===== src/rcf_pkg.sv =====
/*
  Package for the reset-cause flag register: register address, bit
  positions, request carriers, state record and timing counts.
  Assumes a single 250 MHz clock and an 8-bit special-register space.
*/
`default_nettype none

package rcf_pkg;

  ////////////////////////////////////////////////////////////////////////
  // Register address and bit positions
  localparam logic [7:0] RCF_ADDR = 8'hef;
  localparam int unsigned BIT_PIN = 0;
  localparam int unsigned BIT_POR = 1;
  localparam int unsigned BIT_MCD = 2;
  localparam int unsigned BIT_WDT = 3;
  localparam int unsigned BIT_SW = 4;
  localparam int unsigned BIT_COMP = 5;
  localparam int unsigned BIT_FERR = 6;
  localparam logic [7:0] F_PIN = 8'(1 << BIT_PIN);
  localparam logic [7:0] F_POR = 8'(1 << BIT_POR);
  localparam logic [7:0] F_MCD = 8'(1 << BIT_MCD);
  localparam logic [7:0] F_WDT = 8'(1 << BIT_WDT);
  localparam logic [7:0] F_SW = 8'(1 << BIT_SW);
  localparam logic [7:0] F_COMP = 8'(1 << BIT_COMP);
  localparam logic [7:0] F_FERR = 8'(1 << BIT_FERR);

  // Highest legal flash address for user code
  localparam logic [15:0] FLASH_LIMIT = 16'h3dff;

  ////////////////////////////////////////////////////////////////////////
  // Synchroniser slots for inputs from outside the clock domain
  localparam int unsigned S_PIN = 0;
  localparam int unsigned S_COMP = 1;
  localparam int unsigned S_VDD = 2;
  localparam int unsigned S_SCLK = 3;
  localparam int unsigned SYNC_N = 4;

  ////////////////////////////////////////////////////////////////////////
  // Timing
  localparam int unsigned CLK_PERIOD_NS = 4;
  localparam int unsigned MCD_TIMEOUT_NS = 100000;
  localparam logic [15:0] MCD_TIMEOUT_CYC =
    16'((MCD_TIMEOUT_NS + CLK_PERIOD_NS - 1) / CLK_PERIOD_NS);
  localparam int unsigned RESET_HOLD_NS = 32;
  localparam logic [3:0] RESET_HOLD_CYC =
    4'((RESET_HOLD_NS + CLK_PERIOD_NS - 1) / CLK_PERIOD_NS);

  ////////////////////////////////////////////////////////////////////////
  // Carriers
  typedef struct packed {
    logic [7:0] addr;
    logic wr;
    logic rd;
    logic [7:0] wdata;
  } rcf_sfr_req_s;

  typedef struct packed {
    logic [15:0] addr;
    logic rd;
    logic wr;
    logic fetch;
    logic wr_en;
    logic sec_viol;
  } rcf_flash_req_s;

  typedef struct packed {
    logic [SYNC_N-1:0][2:0] sync;
    logic [SYNC_N-1:0] level;
    logic [7:0] flags;
    logic comp_en;
    logic mcd_en;
    logic vdd_sel;
    logic [15:0] mcd_cnt;
    logic [3:0] hold_cnt;
    logic sys_reset;
    logic [7:0] rdata;
  } rcf_state_s;

  // Power-on state: cause is power-on, system held in reset
  localparam rcf_state_s STATE_RST = '{
    sync: '1, level: '1, flags: F_POR, comp_en: 1'b0, mcd_en: 1'b0,
    vdd_sel: 1'b1, mcd_cnt: 16'h0000, hold_cnt: 4'(RESET_HOLD_CYC - 4'h1),
    sys_reset: 1'b1, rdata: 8'h00};

endpackage : rcf_pkg

`default_nettype wire


===== src/rcf_reset_cause.sv =====
/*
  Reset-cause flag register with its reset sources and the system reset
  pulse it generates. ARST_N is the power-on reset of this block; only the
  causing flag survives every other reset. Pin, comparator, supply-good and the
  monitored system clock arrive asynchronously; the rest is on CLK.
*/
`default_nettype none

module rcf_reset_cause
  import rcf_pkg::*;
#(
  parameter logic [15:0] MCD_TIMEOUT_CYCLES = MCD_TIMEOUT_CYC
) (
  input wire logic CLK,
  input wire logic ARST_N,
  input wire rcf_sfr_req_s SFR_REQ,
  output logic [7:0] SFR_RDATA,
  input wire rcf_flash_req_s FLASH_REQ,
  input wire logic WDT_OVERFLOW,
  input wire logic VDD_MON_ON,
  input wire logic VDD_ABOVE,
  input wire logic COMP_OUT,
  input wire logic RST_PIN_N,
  input wire logic SYSCLK_MON,
  output logic SYS_RESET
);

  rcf_state_s s;
  rcf_state_s next_s;
  logic [SYNC_N-1:0] raw;
  logic pin_low;
  logic sclk_edge;
  logic sfr_hit;
  logic wr_ok;
  logic trig_pin;
  logic trig_vdd;
  logic trig_mcd;
  logic trig_comp;
  logic trig_wdt;
  logic trig_ferr;
  logic trig_sw;
  logic [7:0] cause;
  logic [7:0] readback;

  //////////////////////////////////////////////////////////////////////////
  // Source conditions; pin, supply-good and comparator are judged on settled synchroniser levels
  assign raw = {SYSCLK_MON, VDD_ABOVE, COMP_OUT, RST_PIN_N};
  assign pin_low = !s.level[S_PIN];
  assign sclk_edge = (s.sync[S_SCLK][2] == s.sync[S_SCLK][1])
                     && (s.sync[S_SCLK][2] != s.level[S_SCLK]);
  assign sfr_hit = SFR_REQ.addr == RCF_ADDR;
  // Writes during reset are dropped: the core is held anyway
  assign wr_ok = sfr_hit && SFR_REQ.wr && !s.sys_reset;
  assign trig_pin = pin_low;
  assign trig_vdd = s.vdd_sel && VDD_MON_ON
                    && !s.level[S_VDD];
  assign trig_mcd = s.mcd_en
                    && (s.mcd_cnt == 16'(MCD_TIMEOUT_CYCLES - 16'h0001));
  assign trig_comp = s.comp_en && !s.level[S_COMP];
  assign trig_wdt = WDT_OVERFLOW;
  assign trig_ferr = FLASH_REQ.sec_viol
                     || ((FLASH_REQ.addr > FLASH_LIMIT)
                         && (FLASH_REQ.rd || FLASH_REQ.fetch
                             || (FLASH_REQ.wr && FLASH_REQ.wr_en)));
  assign trig_sw = wr_ok && SFR_REQ.wdata[BIT_SW];

  // Combined enable/flag bits read back the live enable as well
  assign readback = {1'b0, s.flags[BIT_FERR],
                     s.flags[BIT_COMP] | s.comp_en,
                     s.flags[BIT_SW], s.flags[BIT_WDT],
                     s.flags[BIT_MCD] | s.mcd_en,
                     s.flags[BIT_POR], s.flags[BIT_PIN]};

  //////////////////////////////////////////////////////////////////////////
  // One-hot cause; fixed priority settles simultaneous sources
  always_comb begin
    cause = 8'h00;
    if (trig_pin) begin
      cause = F_PIN;
    end else if (trig_vdd) begin
      cause = F_POR;
    end else if (trig_mcd) begin
      cause = F_MCD;
    end else if (trig_comp) begin
      cause = F_COMP;
    end else if (trig_wdt) begin
      cause = F_WDT;
    end else if (trig_ferr) begin
      cause = F_FERR;
    end else if (trig_sw) begin
      cause = F_SW;
    end
  end

  //////////////////////////////////////////////////////////////////////////
  // Next state
  always_comb begin
    next_s = s;
    // Three-stage synchronisers; a level counts once stages 2 and 3 agree
    for (int i = 0; i < SYNC_N; i++) begin
      next_s.sync[i] = {s.sync[i][1:0], raw[i]};
      if (s.sync[i][2] == s.sync[i][1]) begin
        next_s.level[i] = s.sync[i][2];
      end
    end
    if (s.sys_reset) begin
      // Pin held low keeps the system in reset until release
      next_s.mcd_cnt = 16'h0000;
      if (pin_low) begin
        next_s.hold_cnt = 4'(RESET_HOLD_CYC - 4'h1);
      end else if (s.hold_cnt != 4'h0) begin
        next_s.hold_cnt = 4'(s.hold_cnt - 4'h1);
      end else begin
        next_s.sys_reset = 1'b0;
      end
    end else if (cause != 8'h00) begin
      // Only the causing flag survives; detector and comparator drop out
      next_s.flags = cause;
      next_s.sys_reset = 1'b1;
      next_s.hold_cnt = 4'(RESET_HOLD_CYC - 4'h1);
      next_s.comp_en = 1'b0;
      next_s.mcd_en = 1'b0;
      next_s.mcd_cnt = 16'h0000;
    end else begin
      if (wr_ok) begin
        next_s.comp_en = SFR_REQ.wdata[BIT_COMP];
        next_s.mcd_en = SFR_REQ.wdata[BIT_MCD];
        next_s.vdd_sel = SFR_REQ.wdata[BIT_POR];
      end
      // Cycles since last system clock edge, only while enabled
      if (sclk_edge || !s.mcd_en) begin
        next_s.mcd_cnt = 16'h0000;
      end else begin
        next_s.mcd_cnt = 16'(s.mcd_cnt + 16'h0001);
      end
    end
    // Read data is registered; unaddressed cycles return zero
    if (sfr_hit && SFR_REQ.rd && !s.sys_reset) begin
      next_s.rdata = readback;
    end else begin
      next_s.rdata = 8'h00;
    end
  end

  //////////////////////////////////////////////////////////////////////////
  // State register; power-on reset sets the power-on cause alone
  always_ff @(posedge CLK or negedge ARST_N) begin
    if (!ARST_N) begin
      s <= STATE_RST;
    end else begin
      s <= next_s;
    end
  end

  assign SFR_RDATA = s.rdata;
  assign SYS_RESET = s.sys_reset;
endmodule : rcf_reset_cause

`default_nettype wire


===== config.mk =====
export PLATFORM = sky130hd
export DESIGN_NAME = rcf_reset_cause
export DESIGN_NICKNAME = d
export VERILOG_FILES = /design/src/rcf_pkg.sv /design/src/rcf_reset_cause.sv
export SDC_FILE = /design/constraint.sdc
export NUM_CORES = 1
export LEC_CHECK = 0
export ABC_AREA = 1
export BUFFER_PORTS_ARGS = -buffer_cell sky130_fd_sc_hd__buf_4
export CAP_MARGIN = 15
export CORE_MARGIN = 2
export CORE_UTILIZATION = 54
export CTS_CLUSTER_DIAMETER = 60
export CTS_CLUSTER_SIZE = 40
export DETAILED_ROUTE_END_ITERATION = 10
export MAX_ROUTING_LAYER = met4
export PLACE_DENSITY = 0.84
export SLEW_MARGIN = 30
export SYNTH_ARGS = -nofsm -noshare
export SYNTH_HDL_FRONTEND = slang
export SYNTH_SLANG_ARGS = --single-unit

===== constraint.sdc =====
create_clock -name CLK -period 1.7 [get_ports CLK]
set_input_delay 0.085 -clock CLK [delete_from_list [all_inputs] [get_ports CLK]]
set_output_delay 0.085 -clock CLK [all_outputs]
set_load 0.02 [all_outputs]

; Word-level counts from Yosys, hierarchy flattened
; Cells that the tools add are included.
[word_totals]
regBits = 55
latch_bits = 0
ramBits = 0
romBits = 0
inputBits = 47
word_cells = 77
memories = 0
[classes]
add_sub_neg = 2
n_mul = 0
div = 0
magnitude_cmp = 1
n_eq_ne = 8
shift = 0
mux = 18
bitwise = 4
n_reduce_logical = 28
[ops]
columns = operator, count
row1 = 7-bit 2-to-1 mux, 7
row2 = 16-bit 2-to-1 mux, 2
row3 = 21-bit 2-to-1 mux, 1
row4 = "16-bit by 1-bit adder with 16-bit output, second input constant", 1
row5 = "16-bit by 15-bit equality test with 1-bit output, second input constant", 1
row6 = "16-bit by 14-bit greater-than comparator with 1-bit output, second input constant", 1
row7 = 1-bit logical AND, 12
row8 = 5-bit 2-to-1 mux, 2
row9 = "8-bit equality test, second input constant", 1
row10 = 4-bit 2-to-1 mux, 2
row11 = 8-bit nonzero test, 1
row12 = 2-bit AND reduction, 3
row13 = 1-bit equality test, 4
row14 = 1-bit logical NOT, 4
row15 = 1-bit logical OR, 4
row16 = 2-bit nonzero test, 2
row17 = 4-bit nonzero test, 1
row18 = "4-bit by 1-bit subtractor with 4-bit output, second input constant", 1
row19 = 3-bit 2-to-1 mux, 1
row20 = "3-bit by 2-bit inequality test with 1-bit output, second input constant", 1
row21 = 3-bit AND reduction, 1
row22 = 1-bit 2-to-1 mux, 2
row23 = 2-bit 2-to-1 mux, 1
row24 = 1-bit NOT, 2
row25 = other kinds (2), 3

; Depth between registers and ports, before layout
; Gate-level depths: netlist of run 1.
[depth]
ltp_word = 14
mapped_depth = 11
depth_no_buf = 11

; Least setup slack after synthesis of run 1
; OpenSTA, ideal clock, no wires.
[synth_path]
path_kind = register to register
start = reg s (netlist bit SYS_RESET)
end = reg s[21] (netlist name)
setup_ns = 0.068
arrival_time_ns = 1.474
required_time_ns = 1.632
setup_slack_ns = 0.158
path_stages_with_launch = 10
n_path_buf = 1
period_less_slack_ns = 1.542
path_cell_list = dfstp_2 > nor2_2 > nand4_1 > nor2_1 > nor2_2 > nand3_4 > inv_2 > nand2_4 > buf_12 > nor2_4
[synth_rtl]
columns = item, line_no
row1 = start: declaration, rcf_reset_cause.sv:28  ; rcf_state_s s;
row2 = start signal: assignment, rcf_reset_cause.sv:151  ; s <= next_s;

; Final worst setup path of run 1
[layout_path]
start = reg s[14] (netlist name)
end = reg s[12] (netlist name)
[layout_via]
elab_chain_cells = 8
[layout_rtl]
columns = item, line_no
row1 = 16-bit by 15-bit equality test with 1-bit output, rcf_reset_cause.sv:58  ; && (s.mcd_cnt == 16'(MCD_TIMEOUT_CYCLES - 16'h0001));
row2 = 1-bit logical AND, rcf_reset_cause.sv:58
row3 = 7-bit 2-to-1 mux, rcf_reset_cause.sv:82  ; end else if (trig_mcd) begin
row4 = 7-bit 2-to-1 mux, rcf_reset_cause.sv:80  ; end else if (trig_vdd) begin
row5 = 7-bit 2-to-1 mux, rcf_reset_cause.sv:78  ; if (trig_pin) begin
row6 = 8-bit nonzero test, rcf_reset_cause.sv:116  ; end else if (cause != 8'h00) begin
row7 = 2-bit nonzero test (no line), n/a
row8 = 2-bit AND reduction (no line), n/a
; No other way between the ends.
; A chain may end at the register's enable or synchronous reset.

==> results of run 1 <==
==> cells by family after synthesis <==
| group | count (synthesis) | share of synthesized area, % |
|---|---|---|
| XOR/XNOR | 12 | 4.03 |
| other | 1 | 0.144 |
| buffers and inverters | 43 | 8.25 |
| AND/OR/NAND/NOR | 149 | 28.8 |
| adder cells (fa/ha/maj) | 5 | 2.11 |
| flip-flops | 54 | 52.9 |
| AO/OA/AOI/OAI | 15 | 3.79 |
==> placed cells by master, fill, tap and decap left out, types with 2 or more instances in the layout <==
master         netlist  final
o21ai_2              3      3
inv_1               29     29
dfrtp_1             32     31
xnor2_1              3      3
xor2_1               9      8
nor2_2               5      8
dlygate4sd3_1        0      8
inv_2                4      3
nor2_4              12     13
nand2_2              3      5
dfstp_2             22     22
nor2_1              38     34
nand3_4              1      2
nand2_8              0      2
o21ai_0              2      2
nor3_1               2      2
nand4_1              6      6
o21ai_1              4      4
clkbuf_8             0      5
nand2_1             57     53
nand2_4              1      3
maj3_1               3      3
nand3_1             20     20
buf_4                8     53
==> flip-flops by register name, summed over array words and instances, names as in the netlist <==
register,cells
SFR_RDATA,7
SYS_RESET,1
readback,5
next_s,8
s,33
==> metal layers <==
layer / up-vias / share of wire (%) / track usage [%]
met3: 12 / 4.2 / 4.39
met5: - / 0 / -
met2: 51 / 53 / 35.0
met1: 930 / 41 / 23.8
met4: 0 / 2.2 / 6.87
li1: 988 / - / -
==> metrics by stage <==
step                 TNS, ns  total power, W  instance area (sq um)
global placement           0         0.00160                   2980
global route          -0.181         0.00245                   3290
detailed placement   -0.0284         0.00162                   2980
finish                     0         0.00235                   3290
CTS                 -0.00295         0.00236                   3160
floorplan                  0         0.00150                   2610
==> what timing repair did <==
item / in CTS / in global routing
pin swaps: 0 / 8
hold endpoints to repair: 39 / 0
hold buffers: 8 / 0
setup buffers: 0 / 2
cloned: 0 / 2
setup endpoints to repair: 13 / 29
gates resized for setup: 1 / 25
==> how the worst max path moves through the flow <==
stage / start / endpoint / slack, ns
6_report: s[14] / s[12] / 0.002
5_1_grt: s[13] / s[25] / -0.04
4_1_cts: s[13] / s[13] / -0.003
3_5_place_dp: s[13] / s[13] / -0.01
3_3_place_gp: s[13] / s[13] / 0.06
2_1_floorplan: SYS_RESET / s[21] / 0.16
==> power by group through the flow <==
| stage | Combinational (W) | Clock, W | Sequential (W) |
|---|---|---|---|
| 4_1_cts | 0.000221 | 0.000752 | 0.00139 |
| 2_1_floorplan | 0.0000973 | 0 | 0.00140 |
| 3_3_place_gp | 0.000192 | 0 | 0.00141 |
| 6_report | 0.000228 | 0.000734 | 0.00139 |
| 5_1_grt | 0.000255 | 0.000799 | 0.00139 |
| 3_5_place_dp | 0.000205 | 0 | 0.00141 |
==> critical path, cell delays in order (launching register included) <==
cell     delay [ns]
dfrtp_1        0.39
ha_4           0.16
nand4_1        0.15
nor2_2         0.22
nand2_2        0.12
nand2_4        0.10
nor2_4         0.05
nand3_4        0.11
inv_8          0.06
buf_4          0.12
nand2_1        0.05
nand2_1        0.05
==> area by class of cell <==
type                            count  share of cell area [%]
Sequential cell                    54                    41.9
Clock inverter                      3                   0.722
Inverter                           33                    3.99
Clock buffer                        5                    2.09
Timing Repair Buffer               62                    14.9
Tap cell                           54                    2.05
Multi-Input combinational cell    184                    34.4
==> flow_summary.json, run 1 <==
{
  "drv_slew": 0,
  "synth_seq_area_share_pct": 52.9,
  "routabilityCongestion": 0.828,
  "whs_ns": 0.0263,
  "r2r_cells": 11,
  "r2r_end": "s[12]",
  "ys_top_cells_by_count": "nand2_1 (57), nor2_1 (38), dfrtp_1 (32), inv_1 (29), dfstp_2 (22)",
  "grt_max_degree": 55,
  "dpl.hpwl_um": 3490,
  "grt_pass1_vias": 1904,
  "p_leak_nw": 1.49,
  "grt_pass1_wl_um": 8250,
  "ff2ff_setup_slack_ns": 0.002,
  "hold_end": "readback[3]",
  "p_int_w": 0.00177,
  "drtIter0Drc": 101,
  "syn-num-nets": 328,
  "async_flop_share_pct": 100,
  "nets": 389,
  "clock_skew_ns": 0.00985,
  "hold_start": "WDT_OVERFLOW",
  "peakVddDrop_uv": 648,
  "cts_tree": "built",
  "h-tree-depth": 2,
  "antenna_left": 0,
  "multi_input_area_sq_mm": 0.00113,
  "finalHoldViolations": 0,
  "path_clk_slew_ns": 0.10,
  "netlist_area_sq_mm": 0.00261,
  "switching_share_pct": 24.6,
  "io_pins": 56,
  "worst_pin_slew_ns": 0.644,
  "crit_fanout": 3,
  "synth_top_cell_by_area": "dfrtp_1",
  "fin_crit_sh_pct": 99.9,
  "cp.arrival_ns": 1.91,
  "power_density_mw_per_mm2": 714,
  "period_needed_ns": 1.70,
  "wl_per_cell_um": 13.2,
  "power_frac_comb_pct": 9.7,
  "p_clk_share_pct": 31.2,
  "setup_viol": 0,
  "drt_first_pass_iters": 4,
  "core_area_sq_mm": 0.00469,
  "rsz0062_at_grt": "yes",
  "crit_required_ns": 1.91,
  "p_sw_w": 0.000578,
  "post-route-drc-count": 0,
  "clockBufferDepth": 2,
  "antenna_found_initial": 0,
  "hold_depth": 3,
  "syn_avg_cell_area_sq_um": 9.35,
  "ys.flop_type": "dfrtp_1",
  "finalNonFillerCells": 395,
  "layout_setup_ws_ns": 0.00158,
  "diodes": 0,
  "drive_above_1_share_pct": 38.4,
  "synthCells": 279,
  "cts_buffers": 5,
  "die_area_sq_mm": 0.00540,
  "viasPerCell": 5.02,
  "cts_sinks": 54,
  "port_buffers": 41,
  "cts_root_buffer": "clkbuf_8",
  "yosys_warnings": 0,
  "clkLatencyLatePin_ns": 0.31,
  "start_util_pct": 55.6,
  "worstSetupPathType": "reg -> reg",
  "areaGrowthSynthToFinish_pct": 26.2,
  "fmax_mhz": 589,
  "gr-total-overflow": 0,
  "synth_area_leaders": "dfrtp_1 (31%), dfstp_2 (22%), nand2_1 (8.2%), nor2_1 (5.5%), nor2_4 (5.2%)",
  "rows": 25,
  "fillers": 323,
  "post-synth-top-count-cell": "nand2_1",
  "die-height_um": 73.5,
  "num_vias": 1981,
  "yosysTopAreaCellShare_pct": 30.7,
  "holdCritPathClass": "in -> reg",
  "r2r-start": "s[14]",
  "synth_seq_cells": 54,
  "drv_cap": 0,
  "synth.distinct_cells": 34,
  "synth_edf_count": 0,
  "status": "complete, no violations",
  "fp.dieW_um": 73.5,
  "start_kind": "flip-flop",
  "seq_power_share_pct": 59.1,
  "seqCellArea_sq_mm": 0.00138,
  "numPlacedInstances": 375,
  "wl_um": 5230,
  "dp_slack_ns": -0.0120,
  "crit_path_end_kind": "flip-flop",
  "fin_util_pct": 70.2,
  "grt_usage_pct": 20.4,
  "slew_headroom_pct": 57.1
}
(Power assumes the default switching activity.)
==> run 2: changes to the inputs <==
- ABC_AREA: 1 -> unset
- BUFFER_PORTS_ARGS: -buffer_cell sky130_fd_sc_hd__buf_4 -> unset
- CORE_UTILIZATION: 54 -> 55
- DONT_BUFFER_PORTS: unset -> 1
- PLACE_DENSITY: 0.84 -> 0.75
==> run 2 against run 1 <==
Effect of this change: the run now ends with setup timing left; sequential power up 6%; via count down 12%; clock power up 14%; wire length down 0.65%; power up 12%; synthesized cell count down 25%; worst setup slack worse by 0.46 ns; flip-flop and latch count unchanged; first-iteration DRC count up 15%; global-route usage up 2.0 points; largest power group unchanged; highest routed layer unchanged.
==> flow_summary.json, run 2 <==
{
  "status": "complete, but fails checks",
  "violations": "setup timing",
  "nets": 301,
  "peakVddDrop_uv": 655,
  "final_cell_mix": "buf_4 (34), dfrtp_1 (32), dfstp_2 (22), nor2_1 (16), nand2_1 (12)",
  "clkLatencyLatePin_ns": 0.30,
  "post-synth-top-count-cell": "dfrtp_1",
  "r2r_cells": 6,
  "synth-xor-area-share_pct": 5.49,
  "drv_cap": 0,
  "mostFrequentLayoutCell": "buf_4",
  "synth_edf_count": 0,
  "diodes": 0,
  "drv_slew": 0,
  "drt_first_pass_iters": 4,
  "synthCells": 208,
  "synth_seq_area_share_pct": 57.6,
  "drtIter0Drc": 116,
  "syn-num-nets": 257,
  "io_pins": 56,
  "r2r-start": "s[14]",
  "rsz0062_at_grt": "yes",
  "setup_viol": 30,
  "hold_start": "WDT_OVERFLOW",
  "fin_crit_sh_pct": 127,
  "start_util_pct": 58.6,
  "yosysTopAreaCellShare_pct": 33.4,
  "period_needed_ns": 2.15,
  "crit_fanout": 8,
  "ff2ff_setup_slack_ns": -0.45,
  "ys_top_cells_by_count": "dfrtp_1 (32), nor2_1 (24), dfstp_2 (22), nand2_1 (12), nor3_1 (10)",
  "wl_per_cell_um": 17.2,
  "start_kind": "flip-flop",
  "die-height_um": 70.0,
  "cts_buffers": 5,
  "cts_sinks": 54,
  "synth_top_family_by_area": "simple AND/OR/NAND/NOR gates",
  "synth_compound_area_share_pct": 7.21,
  "fmax_mhz": 464,
  "regMostFlops": "s",
  "cts_tree": "built",
  "grt_max_degree": 55,
  "hold_end": "s[29]",
  "largest_register_ffs": 33,
  "antenna_found_initial": 0,
  "core_area_sq_mm": 0.00409,
  "startpoint": "s[14]",
  "routabilityCongestion": 0.929,
  "areaGrowthSynthToFinish_pct": 26.9,
  "synth_area_leaders": "dfrtp_1 (33%), dfstp_2 (24%), nor2_1 (3.8%), xnor2_1 (2.9%), xor2_1 (2.6%)",
  "synth.distinct_cells": 48,
  "post-route-drc-count": 0,
  "synth.area.mux_share_pct": 1.88,
  "layout_setup_ws_ns": -0.454,
  "fp.dieW_um": 70.0,
  "p_leak_nw": 1.33,
  "grt_usage_pct": 22.4,
  "num_vias": 1743,
  "antenna_left": 0,
  "cts_root_buffer": "clkbuf_8",
  "drive_above_1_share_pct": 40.3,
  "crit_path_end_kind": "flip-flop",
  "dpl.hpwl_um": 3450,
  "gr-total-overflow": 0,
  "die_area_sq_mm": 0.00490,
  "finalHoldViolations": 0,
  "wl_um": 5200,
  "ys.flop_type": "dfrtp_1",
  "grt_pass1_wl_um": 8380,
  "rows": 23,
  "clockBufferDepth": 2,
  "syn_avg_cell_area_sq_um": 11.5,
  "power_density_mw_per_mm2": 865,
  "cp.arrival_ns": 2.39,
  "netlist_area_sq_mm": 0.00239,
  "viasPerCell": 5.75,
  "worstSetupPathType": "reg -> reg",
  "async_flop_share_pct": 100,
  "port_buffers": 0,
  "synthSimpleGateAreaFrac_pct": 20.0,
  "synthAdderAreaFrac_pct": 2.72,
  "yosys_warnings": 0,
  "dp_slack_ns": -0.490,
  "hold_depth": 2,
  "grt_pass1_vias": 1786,
  "r2r_end": "s[27]",
  "synth_seq_cells": 54,
  "crit_required_ns": 1.94,
  "h-tree-depth": 2,
  "whs_ns": 0.0522,
  "holdCritPathClass": "in -> reg",
  "synth_top_cell_by_area": "dfrtp_1",
  "path_clk_slew_ns": 0.09,
  "clock_skew_ns": 0.00884
}
==> run 2: cell count changes after synthesis, moves of 8 or more <==
cell / before / now
inv_1: 29 / 8
nand2_1: 57 / 12
nand3_1: 20 / 7
nor2_1: 38 / 24
nor2_4: 12 / 0
nor3_1: 2 / 10
==> run 2: kinds of logic after synthesis <==
| kind of cell | after synthesis |
|---|---|
| fa+ha+maj | 6 |
| flops | 54 |
| simple gates | 87 |
| xor+xnor | 15 |
| mux | 4 |
| compound gates | 22 |
| buf+inv | 19 |
| other cells | 1 |
==> run 2: routing by layer <==
layer / vias to the layer above / global-route usage, % / wire [um] / part of all wire, %
li1: 806 / - / - / -
met1: 860 / 26.7 / 2180 / 42
met2: 64 / 37.5 / 2670 / 51
met3: 13 / 4.62 / 223 / 4.3
met4: 0 / 8.97 / 117 / 2.3
met5: - / - / 0 / 0
==> run 2: worst max path at each step <==
stage / endpoint
final: s[27]
after global routing: s[26]
after CTS: s[26]
after detailed placement: s[24]
after global placement: s[20]
after floorplan: s[20]
==> run 2: critical path, cell delays in order (launching register included) <==
cell	delay, ns
dfrtp_1	0.41
ha_4	0.17
and4b_4	0.18
and4_4	0.18
or3_4	0.41
or4b_4	0.60
nor2_4	0.13
==> run 2: cell type report <==
type	instances	area, sq um
Multi-Input combinational cell	136	1050
Sequential cell	54	1380
Inverter	8	30.0
Clock inverter	2	37.5
Timing Repair Buffer	47	407
Clock buffer	6	72.6
Fill cell	277	1050
Tap cell	50	62.6
==> run 2: stage by stage <==
stage               TNS (ns)  cells  instance area (sq um)  util, %  power, W
detailed placement    -11.35    278                   2620     64.1   0.00171
global route          -11.56    303                   3040     74.3   0.00273
global placement       -9.96    278                   2620     64.1   0.00167
CTS                    -9.86    300                   2950     72.2   0.00262
floorplan             -10.33    208                   2410        -   0.00163
finish                -10.39    303                   3040     74.3   0.00263
==> run 2: where the power goes <==
part | switching, W | internal [W]
registers | 0.0000639 | 0.00141
logic | 0.000159 | 0.000151
clock network | 0.000401 | 0.000439
==> run 2: what timing repair did <==
| action | CTS | global route |
|---|---|---|
| endpoints found under the hold margin | 64 | 0 |
| endpoints found under the setup margin | 30 | 30 |
| pin swaps | 19 | 6 |
| resized for setup | 16 | 16 |
| hold buffers | 10 | 0 |
| buffers inserted | 3 | 4 |
| cloned | 1 | 0 |
